## src/verilog/afe_pkg.sv

```systemverilog
// Constants for the sensor front end configuration block
// Functional notes
// - Bias field codes map to 0,1,2,4 then +2% per code up to 24%.
// - Mode register at 0x12; bit 7 sets electrode short; bits 6..3 reserved.
// - Mode bits 2..0 pick sleep, galvanic, standby, amperometric, temperature.
// - Temperature mode, amplifier on: sensor to output, result to pin two.
// - Amperometric mode powers control and current-to-voltage amplifiers.
// - Galvanic: control amp off, other amp non-inverting; host sets bypass.
// - Bus traffic is accepted only while module select is low.
// - Only the selected device acknowledges; others leave data released.
// - Slave address is fixed; selection needs module select low and a matching address.
// - Fixed address is 1001000; select stays low for the whole transaction.
// - Amplifier and reference registers take writes only while lock bit is 0.
// - Gain code 000, the reset value, selects the external feedback resistor.
// - Zero select code 11 bypasses the internal zero circuitry.
package afe_pkg;
  // Bus address and register offsets
  localparam logic [6:0] AFE_SLAVE_ADDR = 7'h48;
  localparam logic [7:0] AFE_OFS_STATUS = 8'h00;
  localparam logic [7:0] AFE_OFS_LOCK   = 8'h01;
  localparam logic [7:0] AFE_OFS_AMP    = 8'h10;
  localparam logic [7:0] AFE_OFS_REF    = 8'h11;
  localparam logic [7:0] AFE_OFS_MODE   = 8'h12;
  // Reset values
  localparam logic [7:0] AFE_RST_STATUS = 8'h00;
  localparam logic [7:0] AFE_RST_LOCK   = 8'h01;
  localparam logic [7:0] AFE_RST_AMP    = 8'h03;
  localparam logic [7:0] AFE_RST_REF    = 8'h20;
  localparam logic [7:0] AFE_RST_MODE   = 8'h00;
  // Writable bits; reserved bits store nothing and read as zero
  localparam logic [7:0] AFE_MSK_LOCK   = 8'h01;
  localparam logic [7:0] AFE_MSK_AMP    = 8'h1F;
  localparam logic [7:0] AFE_MSK_REF    = 8'hFF;
  localparam logic [7:0] AFE_MSK_MODE   = 8'h87;
  // Field positions
  localparam int AFE_LOCK_BIT   = 0;
  localparam int AFE_GAIN_LSB   = 2;
  localparam int AFE_RLOAD_LSB  = 0;
  localparam int AFE_SRC_BIT    = 7;
  localparam int AFE_ZERO_LSB   = 5;
  localparam int AFE_SIGN_BIT   = 4;
  localparam int AFE_BIAS_LSB   = 0;
  localparam int AFE_SHORT_BIT  = 7;
  localparam int AFE_OPM_LSB    = 0;
  // Field codes
  localparam logic [2:0] AFE_OPM_SLEEP   = 3'h0;
  localparam logic [2:0] AFE_OPM_GALV    = 3'h1;
  localparam logic [2:0] AFE_OPM_STANDBY = 3'h2;
  localparam logic [2:0] AFE_OPM_AMPERO  = 3'h3;
  localparam logic [2:0] AFE_OPM_TEMPOFF = 3'h6;
  localparam logic [2:0] AFE_OPM_TEMPON  = 3'h7;
  localparam logic [2:0] AFE_GAIN_EXT    = 3'h0;
  localparam logic [1:0] AFE_ZERO_BYPASS = 2'h3;
  localparam logic [3:0] AFE_BIAS_LIN    = 4'h3;
  localparam logic [4:0] AFE_BIAS_MAX    = 5'h18;
endpackage : afe_pkg

```

## src/verilog/afe_mode_config.sv

```systemverilog
// Register bank and mode decode of the sensor front end
`timescale 1ns/1ns
module afe_mode_config (
  // Clock and reset
  input  wire logic       i_sys_clk,
  input  wire logic       i_reset,
  // Bus pins
  input  wire logic       i_scl,
  input  wire logic       i_sda,
  input  wire logic       i_module_select_n,
  output logic            o_sda,
  output logic            o_sda_oe_n,
  // Amplifier controls
  output logic [2:0]      o_feedback_gain_sel,
  output logic            o_ext_feedback,
  output logic [1:0]      o_load_sel,
  // Reference controls
  output logic            o_ref_external,
  output logic [1:0]      o_zero_sel,
  output logic            o_zero_bypass,
  output logic            o_bias_positive,
  output logic [4:0]      o_bias_pct,
  // Mode controls
  output logic            o_electrode_short_switch,
  output logic            o_control_amplifier_on,
  output logic            o_current_to_voltage_amp_on,
  output logic            o_amp_noninverting,
  output logic            o_temp_sensor_on,
  output logic            o_analog_output_pin_temp,
  output logic            o_feedback_pin_two_result,
  // Register view
  output logic [2:0]      o_operating_mode_sel,
  output logic            o_ready
);
  import afe_pkg::*;

  logic [7:0] status_r, status_nxt;
  logic [7:0] lock_r, lock_nxt;
  logic [7:0] amp_r, amp_nxt;
  logic [7:0] ref_r, ref_nxt;
  logic [7:0] mode_r, mode_nxt;
  logic [7:0] rd_data;
  logic       wr_stb;
  logic [7:0] wr_addr;
  logic [7:0] wr_data;
  logic [7:0] ptr;

  // Decoded outputs and their next values
  logic [4:0] bias_r, bias_nxt;
  logic       ctl_amp_r, ctl_amp_nxt;
  logic       ctv_amp_r, ctv_amp_nxt;
  logic       ninv_r, ninv_nxt;
  logic       temp_r, temp_nxt;
  logic       rte_r, rte_nxt;
  logic       pin_two_r, pin_two_nxt;

  // Bus slave
  afe_i2c_slave afe_i2c_slave_inst (
    .i_sys_clk         (i_sys_clk),
    .i_reset           (i_reset),
    .i_scl             (i_scl),
    .i_sda             (i_sda),
    .i_module_select_n (i_module_select_n),
    .o_sda_oe_n        (o_sda_oe_n),
    .o_wr_stb          (wr_stb),
    .o_wr_addr         (wr_addr),
    .o_wr_data         (wr_data),
    .o_ptr             (ptr),
    .i_rd_data         (rd_data)
  );

  // Bias code to percent of reference
  // Codes 0 to 2 pass straight through, a code n above them gives 2n-2
  // The top codes clamp, so no code reaches past the largest step
  function automatic logic [4:0] afe_bias_pct(input logic [3:0] code);
    logic [4:0] dbl;
    dbl = {code, 1'b0};
    if (code < AFE_BIAS_LIN) begin
      afe_bias_pct = {1'b0, code};
    end else if (dbl - 5'h02 > AFE_BIAS_MAX) begin
      afe_bias_pct = AFE_BIAS_MAX;
    end else begin
      afe_bias_pct = dbl - 5'h02;
    end
  endfunction : afe_bias_pct

  // Register writes
  always_comb begin
    status_nxt = status_r;
    lock_nxt   = lock_r;
    amp_nxt    = amp_r;
    ref_nxt    = ref_r;
    mode_nxt   = mode_r;
    status_nxt[0] = 1'b1; // Ready once out of reset
    // Unmapped offsets and the read-only status ignore writes
    if (wr_stb) begin
      case (wr_addr)
        AFE_OFS_LOCK: lock_nxt = wr_data & AFE_MSK_LOCK;
        AFE_OFS_AMP: begin
          if (!lock_r[AFE_LOCK_BIT]) begin
            amp_nxt = wr_data & AFE_MSK_AMP;
          end
        end
        AFE_OFS_REF: begin
          if (!lock_r[AFE_LOCK_BIT]) begin
            ref_nxt = wr_data & AFE_MSK_REF;
          end
        end
        AFE_OFS_MODE: mode_nxt = wr_data & AFE_MSK_MODE;
        default: ;
      endcase
    end
  end

  // Register read mux
  always_comb begin
    case (ptr)
      AFE_OFS_STATUS: rd_data = status_r;
      AFE_OFS_LOCK:   rd_data = lock_r;
      AFE_OFS_AMP:    rd_data = amp_r;
      AFE_OFS_REF:    rd_data = ref_r;
      AFE_OFS_MODE:   rd_data = mode_r;
      default:        rd_data = 8'h00;
    endcase
  end

  // Mode decode into amplifier power and routing
  always_comb begin
    bias_nxt    = afe_bias_pct(ref_r[AFE_BIAS_LSB +: 4]);
    ctl_amp_nxt = 1'b0;
    ctv_amp_nxt = 1'b0;
    ninv_nxt    = 1'b0;
    temp_nxt    = 1'b0;
    rte_nxt     = 1'b0;
    pin_two_nxt = 1'b0;
    case (mode_r[AFE_OPM_LSB +: 3])
      AFE_OPM_GALV: begin
        ctv_amp_nxt = 1'b1;
        ninv_nxt    = 1'b1;
      end
      AFE_OPM_STANDBY: ctl_amp_nxt = 1'b1;
      AFE_OPM_AMPERO: begin
        ctl_amp_nxt = 1'b1;
        ctv_amp_nxt = 1'b1;
      end
      AFE_OPM_TEMPOFF: begin
        ctl_amp_nxt = 1'b1;
        temp_nxt    = 1'b1;
        rte_nxt     = 1'b1;
      end
      AFE_OPM_TEMPON: begin
        ctl_amp_nxt = 1'b1;
        ctv_amp_nxt = 1'b1;
        temp_nxt    = 1'b1;
        rte_nxt     = 1'b1;
        pin_two_nxt = 1'b1;
      end
      default: ;
    endcase
  end

  // Register bank
  always_ff @(posedge i_sys_clk) begin
    if (i_reset) begin
      status_r <= AFE_RST_STATUS;
      lock_r   <= AFE_RST_LOCK;
      amp_r    <= AFE_RST_AMP;
      ref_r    <= AFE_RST_REF;
      mode_r   <= AFE_RST_MODE;
    end else begin
      status_r <= status_nxt;
      lock_r   <= lock_nxt;
      amp_r    <= amp_nxt;
      ref_r    <= ref_nxt;
      mode_r   <= mode_nxt;
    end
  end

  // Decoded outputs, one cycle behind the mode and reference registers
  always_ff @(posedge i_sys_clk) begin
    if (i_reset) begin
      bias_r    <= 5'h00;
      ctl_amp_r <= 1'b0;
      ctv_amp_r <= 1'b0;
      ninv_r    <= 1'b0;
      temp_r    <= 1'b0;
      rte_r     <= 1'b0;
      pin_two_r <= 1'b0;
    end else begin
      bias_r    <= bias_nxt;
      ctl_amp_r <= ctl_amp_nxt;
      ctv_amp_r <= ctv_amp_nxt;
      ninv_r    <= ninv_nxt;
      temp_r    <= temp_nxt;
      rte_r     <= rte_nxt;
      pin_two_r <= pin_two_nxt;
    end
  end

  // Bus data value: open drain, so only a low is ever driven
  assign o_sda                 = 1'b0;
  // Amplifier and reference fields straight from the registers; bias percent from the decoded bias_r
  assign o_feedback_gain_sel   = amp_r[AFE_GAIN_LSB +: 3];
  assign o_ext_feedback        = (amp_r[AFE_GAIN_LSB +: 3] == AFE_GAIN_EXT);
  assign o_load_sel            = amp_r[AFE_RLOAD_LSB +: 2];
  assign o_ref_external        = ref_r[AFE_SRC_BIT];
  assign o_zero_sel            = ref_r[AFE_ZERO_LSB +: 2];
  assign o_zero_bypass         = (ref_r[AFE_ZERO_LSB +: 2] == AFE_ZERO_BYPASS);
  assign o_bias_positive       = ref_r[AFE_SIGN_BIT];
  assign o_bias_pct            = bias_r;
  // Mode fields and decoded amplifier controls
  assign o_electrode_short_switch    = mode_r[AFE_SHORT_BIT];
  assign o_control_amplifier_on      = ctl_amp_r;
  assign o_current_to_voltage_amp_on = ctv_amp_r;
  assign o_amp_noninverting          = ninv_r;
  assign o_temp_sensor_on            = temp_r;
  assign o_analog_output_pin_temp    = rte_r;
  assign o_feedback_pin_two_result   = pin_two_r;
  assign o_operating_mode_sel        = mode_r[AFE_OPM_LSB +: 3];
  // Status
  assign o_ready                     = status_r[0];
endmodule : afe_mode_config

```

## src/verilog/afe_i2c_slave.sv

```systemverilog
// Bus slave with fixed address and module select gating
`timescale 1ns/1ns
module afe_i2c_slave (
  // Clock and reset
  input  wire logic       i_sys_clk,
  input  wire logic       i_reset,
  // Bus pins
  input  wire logic       i_scl,
  input  wire logic       i_sda,
  input  wire logic       i_module_select_n,
  output logic            o_sda_oe_n,
  // Register port
  output logic            o_wr_stb,
  output logic [7:0]      o_wr_addr,
  output logic [7:0]      o_wr_data,
  output logic [7:0]      o_ptr,
  input  wire logic [7:0] i_rd_data
);
  import afe_pkg::*;

  typedef enum logic [2:0] {
    AFE_ST_IDLE, AFE_ST_ADDR, AFE_ST_PTR, AFE_ST_WDATA, AFE_ST_READ
  } afe_st_t;

  afe_st_t     st_r, st_nxt;
  logic [3:0]  cnt_r, cnt_nxt;
  logic [7:0]  sh_r, sh_nxt;
  logic [7:0]  ptr_r, ptr_nxt;
  logic        drv_r, drv_nxt;
  logic        stb_r, stb_nxt;
  logic [7:0]  wd_r, wd_nxt;
  logic        scl_r, sda_r;
  logic        rise, fall, start, stop, sel;

  // Edge and bus condition detection
  assign sel   = ~i_module_select_n;
  assign rise  = i_scl & ~scl_r;
  assign fall  = ~i_scl & scl_r;
  assign start = i_scl & scl_r & sda_r & ~i_sda;
  assign stop  = i_scl & scl_r & ~sda_r & i_sda;

  // Next state of the bit engine
  always_comb begin
    st_nxt  = st_r;
    cnt_nxt = cnt_r;
    sh_nxt  = sh_r;
    ptr_nxt = ptr_r;
    drv_nxt = drv_r;
    stb_nxt = 1'b0;
    wd_nxt  = wd_r;
    if (!sel || stop) begin
      st_nxt  = AFE_ST_IDLE;
      drv_nxt = 1'b0;
    end else if (start) begin
      st_nxt  = AFE_ST_ADDR;
      cnt_nxt = 4'hF; // Wait for the clock fall that closes the start
      drv_nxt = 1'b0;
    end else begin
      case (st_r)
        AFE_ST_IDLE: begin
          drv_nxt = 1'b0;
        end
        AFE_ST_READ: begin
          if (rise && cnt_r == 4'h8 && i_sda) begin
            st_nxt = AFE_ST_IDLE; // Master NACK ends the read
          end else if (fall) begin
            if (cnt_r < 4'h7) begin
              cnt_nxt = cnt_r + 4'h1;
              sh_nxt  = {sh_r[6:0], 1'b0};
              drv_nxt = ~sh_r[6];
            end else if (cnt_r == 4'h7) begin
              cnt_nxt = 4'h8;
              drv_nxt = 1'b0;
            end else begin
              cnt_nxt = 4'h0;
              sh_nxt  = i_rd_data;
              drv_nxt = ~i_rd_data[7];
            end
          end
        end
        default: begin
          if (rise && cnt_r < 4'h8) begin
            sh_nxt = {sh_r[6:0], i_sda};
          end
          if (fall && cnt_r == 4'hF) begin
            cnt_nxt = 4'h0; // Clock low after a start carries no bit
          end else if (fall && cnt_r < 4'h7) begin
            cnt_nxt = cnt_r + 4'h1;
          end else if (fall && cnt_r == 4'h7) begin
            cnt_nxt = 4'h8;
            case (st_r)
              AFE_ST_ADDR: drv_nxt = (sh_r[7:1] == AFE_SLAVE_ADDR);
              AFE_ST_PTR: begin
                drv_nxt = 1'b1;
                ptr_nxt = sh_r;
              end
              default: begin
                drv_nxt = 1'b1;
                stb_nxt = 1'b1;
                wd_nxt  = sh_r;
              end
            endcase
          end else if (fall) begin
            cnt_nxt = 4'h0;
            drv_nxt = 1'b0;
            case (st_r)
              AFE_ST_ADDR: begin
                if (sh_r[7:1] != AFE_SLAVE_ADDR) begin
                  st_nxt = AFE_ST_IDLE;
                end else if (sh_r[0]) begin
                  st_nxt  = AFE_ST_READ;
                  sh_nxt  = i_rd_data;
                  drv_nxt = ~i_rd_data[7];
                end else begin
                  st_nxt = AFE_ST_PTR;
                end
              end
              default: st_nxt = AFE_ST_WDATA;
            endcase
          end
        end
      endcase
    end
  end

  // Registers of the bit engine
  always_ff @(posedge i_sys_clk) begin
    if (i_reset) begin
      st_r  <= AFE_ST_IDLE;
      cnt_r <= 4'h0;
      sh_r  <= 8'h00;
      ptr_r <= 8'h00;
      drv_r <= 1'b0;
      stb_r <= 1'b0;
      wd_r  <= 8'h00;
      scl_r <= 1'b1;
      sda_r <= 1'b1;
    end else begin
      st_r  <= st_nxt;
      cnt_r <= cnt_nxt;
      sh_r  <= sh_nxt;
      ptr_r <= ptr_nxt;
      drv_r <= drv_nxt;
      stb_r <= stb_nxt;
      wd_r  <= wd_nxt;
      scl_r <= i_scl;
      sda_r <= i_sda;
    end
  end

  assign o_sda_oe_n = ~drv_r;
  assign o_wr_stb   = stb_r;
  assign o_wr_addr  = ptr_r;
  assign o_wr_data  = wd_r;
  assign o_ptr      = ptr_r;
endmodule : afe_i2c_slave

```

## config.mk

```make
export PLATFORM = sky130hd
export DESIGN_NAME = afe_mode_config
export DESIGN_NICKNAME = d
export VERILOG_FILES = /design/src/verilog/afe_pkg.sv /design/src/verilog/afe_mode_config.sv /design/src/verilog/afe_i2c_slave.sv
export SDC_FILE = /design/constraint.sdc
export NUM_CORES = 1
export LEC_CHECK = 0
export ABC_AREA = 1
export BUFFER_PORTS_ARGS = -buffer_cell sky130_fd_sc_hd__buf_2
export CELL_PAD_IN_SITES_DETAIL_PLACEMENT = 1
export CELL_PAD_IN_SITES_GLOBAL_PLACEMENT = 2
export CORE_MARGIN = 2
export CORE_UTILIZATION = 29
export DETAILED_ROUTE_END_ITERATION = 6
export GPL_ROUTABILITY_DRIVEN = 1
export PLACE_DENSITY_LB_ADDON = 0.1
export SYNTH_ARGS = -nofsm -noshare
export SYNTH_HDL_FRONTEND = slang
export SYNTH_SLANG_ARGS = --single-unit
```

## constraint.sdc

```tcl
create_clock -name i_sys_clk -period 1.55 [get_ports i_sys_clk]
set_input_delay 0.155 -clock i_sys_clk [delete_from_list [all_inputs] [get_ports i_sys_clk]]
set_output_delay 0.155 -clock i_sys_clk [all_outputs]
set_load 0.1 [all_outputs]
```

==> summary.md <==
| Metric | Value |
|---|---|
| H-tree levels | 3 |
| Worst Setup End Kind | register |
| Count of cell types in the netlist | 36 |
| Tot Pwr | between 3 and 4 mW |
| Post-synth net total | approximately 470 |
| DRC | 0 |
| Final WL | 10.5 mm |
| Global routing usage on met1 | 24.5% |
| All-Layer GR Usage | between 10% and 20% |
| Critical Path AT | roughly 1.9 ns |
| DR WL/cell | 14.9 um |
| Total grt overflow | 0 |
| TritonRoute pass-1 iters | 4 |
| Final setup margin | -0.0408 ns |
| Worst hold path stage count | 3 |
| Site Rows | 38 |
| Filler cells | around 1400 |
| Upper clock frequency limit | between 0.6 and 0.7 GHz |
| Area growth, synth to finish | 41.5% |
| Post-route core utilization | a little over two fifths |
| Placed cell count | between 600 and 700 |
| Mean Syn Cell Area | approximately 6.9 um2 |
| CP Class | reg -> reg |
| Slowest stage delay, CP | approximately 0.36 ns |
| Post-Syn Instances | between 400 and 500 |
| Post-DRT Antenna Nets | 0 |
| Crit start category | register |
| Register area share after synthesis | about two fifths |
| Number of antenna diodes | 0 |
| Wire length of the first global-routing pass | about 17 mm |
| Initial antenna violation count | 0 |
| Async SR Flop Fraction | 0% |
| Net count, final | 573 |
| Crit Path Max Fanout | 16 |
| Vias post-DR | around 3300 |
| CTS tree | built |
| Max-Cap Viols | 0 |
| Failing checks | setup timing |
| Share of layout cells above drive strength 1 | about a third |
| Area of the mapped netlist | ~3200 um2 |
| Final setup fails | 4 |
| Critical path required time | ~1.9 ns |
| Root Driver | clkbuf_8 |
| Most instantiated library cell after synthesis | nand2_1 |
| Place WS | -0.160 ns |
| RSZ-0062 raised after global routing | yes |
| Clock Pin Slew Worst Setup and Hold Paths | 0.07 ns |
| Initial core utilization | around 30% |
| Post-Place Cell Area | approximately 4000 um2 |
| Tcrit/Tclk final | 103% |
| Gpl congestion | just under 0.8 |
| Seq cells post-synth | 64 |
| GR Util met2 | about a third |
| Final clock skew | roughly 0.0054 ns |
| GR peak layer | met2 |
| I/O pin total | 34 |
| DP HPWL | 8.10 mm |
| Die footprint | between 10000 and 15000 um2 |
| Outcome | finished with violations |
| Design area | ~4500 um2 |
| Synth top area cells | dfxtp_1 40%, nand2_1 9.9%, o21ai_0 8.8% |
| First-iteration detailed-routing DRC count | 157 |
| CTS buffer count | 9 |
| Top FF cell, synth | dfxtp_1 |
| Cell Pwr Density | roughly 840 nW/um2 |
| Largest net degree at the start of global routing | 28 |
| Hold Crit Class | in -> reg |
| Pleak | about 2.0 nW |
| Synth Warn # | 0 |
| WHS | approximately 0.042 ns |
| Synth top cells by count | 84 x nand2_1, 64 x dfxtp_1, 61 x inv_1, 56 x o21ai_0, 54 x nor2_1 |
| Critical-path cell list | ha_4 > nand2_4 > clkinv_4 > nand3_4 > nor2_4 > buf_6 > nand2_2 > nor3_4 > buf_12 > buf_4 > o21ai_2 > a21oi_2 |
| Largest area contributor in the synthesized netlist | dfxtp_1 |
| Top cell type's share of synthesized area | roughly two fifths |
| Clk sinks | 64 |
| Core area | around 11000 um2 |
| Clk buf depth | 2 |
| Slew Limit Fails | 0 |
| Final Hold Viols | 0 |
| Setup TNS | -0.0810 ns |
| Die Height | 109 um |
| Worst r2r path cells | 12 |
| Final min period | about 1.6 ns |
| Worst skew pair latency | ~0.36 ns |
| Vias in the first global route | roughly 3400 |
| Grt met3 use | 4.30% |
| Final instance count without filler cells | between 700 and 800 |
| PortBufs | 32 |
| Vias/cell | approximately 4.7 |
| VDD IR max | between 0.0003 and 0.0004 V |
| Slowest stage cell, crit path | dfxtp_2 |
| Die span in x | roughly 110 um |
| Post-synth EDFFs | 0 |
critical path: cells and delay by family (launching register included):
| family | cells | cell delay [ns] |
|---|---|---|
| flip-flops | 1 | 0.36 |
| adder cells (fa/ha/maj) | 1 | 0.15 |
| AO/OA/AOI/OAI | 2 | 0.14 |
| buffers and inverters | 4 | 0.43 |
| AND/OR/NAND/NOR | 5 | 0.46 |
cells by family after synthesis:
group | count (synthesis) | synth area share (%)
compound gates | 115 | 19.2
xor+xnor | 2 | 0.551
fa+ha+maj | 5 | 1.97
buf+inv | 81 | 10.5
flops | 64 | 40.3
other cells | 1 | 0.118
simple gates | 194 | 27.3
layout make-up:
| class | instances | area, um2 | share of cell area [%] |
|---|---|---|---|
| Clock buffer | 11 | 151 | 3.37 |
| Clock inverter | 3 | 90.1 | 2.00 |
| Inverter | 65 | 251 | 5.59 |
| Multi-Input combinational cell | 317 | 1730 | 38.5 |
| Sequential cell | 64 | 1290 | 28.8 |
| Tap cell | 140 | 175 | 3.89 |
| Timing Repair Buffer | 106 | 803 | 17.9 |
sequential cells by signal, summed over array words and instances (netlist names):
name,cells
afe_i2c_slave_inst.cnt_r,4
afe_i2c_slave_inst.drv_r,1
afe_i2c_slave_inst.o_ptr,8
afe_i2c_slave_inst.o_wr_data,8
afe_i2c_slave_inst.o_wr_stb,1
afe_i2c_slave_inst.scl_r,1
afe_i2c_slave_inst.sda_r,1
afe_i2c_slave_inst.sh_r,8
afe_i2c_slave_inst.st_r,3
amp_r,5
lock_r,1
mode_r,4
o_amp_noninverting,1
o_analog_output_pin_temp,1
o_bias_pct,5
o_control_amplifier_on,1
o_current_to_voltage_amp_on,1
o_feedback_pin_two_result,1
ref_r,8
status_r,1
repair_timing:
| action | 4_1_cts | 5_1_grt |
|---|---|---|
| setup endpoints to repair | 23 | 41 |
| gates resized for setup | 23 | 49 |
| hold endpoints to repair | 1 | 0 |
| pin swaps | 10 | 13 |
| hold buffers | 1 | 0 |
| setup buffers | 2 | 10 |
cells in the final DEF, fill, tap and decap left out, types with 27 or more instances in the layout:
cell type,instances
nor2_1,51
nand3_1,27
nand2_1,75
buf_4,62
a21oi_1,36
o21ai_0,45
dfxtp_1,53
buf_2,32
inv_1,52
layer usage:
layer  wire [um]  vias to the layer above
met4         135                        0
met5           0                        -
met3         268                       15
met1        5010                     1598
li1            -                     1698
met2        5120                       34
where the power goes:
part | switching [mW] | internal [mW] | leakage [nW]
logic | 0.172 | 0.0985 | 1.39
registers | 0.0119 | 1.66 | 0.522
clock network | 0.708 | 1.14 | 0.121
worst paths after layout:
| kind | startpoint | to | slack [ns] |
|---|---|---|---|
| min | i_sda | afe_i2c_slave_inst.sda_r | 0.04 |
| min reg2reg | mode_r[7] | mode_r[7] | 0.46 |
| max reg2reg | afe_i2c_slave_inst.cnt_r[0] | afe_i2c_slave_inst.o_wr_data[2] | -0.04 |
| max | afe_i2c_slave_inst.cnt_r[0] | afe_i2c_slave_inst.o_wr_data[2] | -0.04 |
No activity file was read; power rests on OpenSTA's default activity.
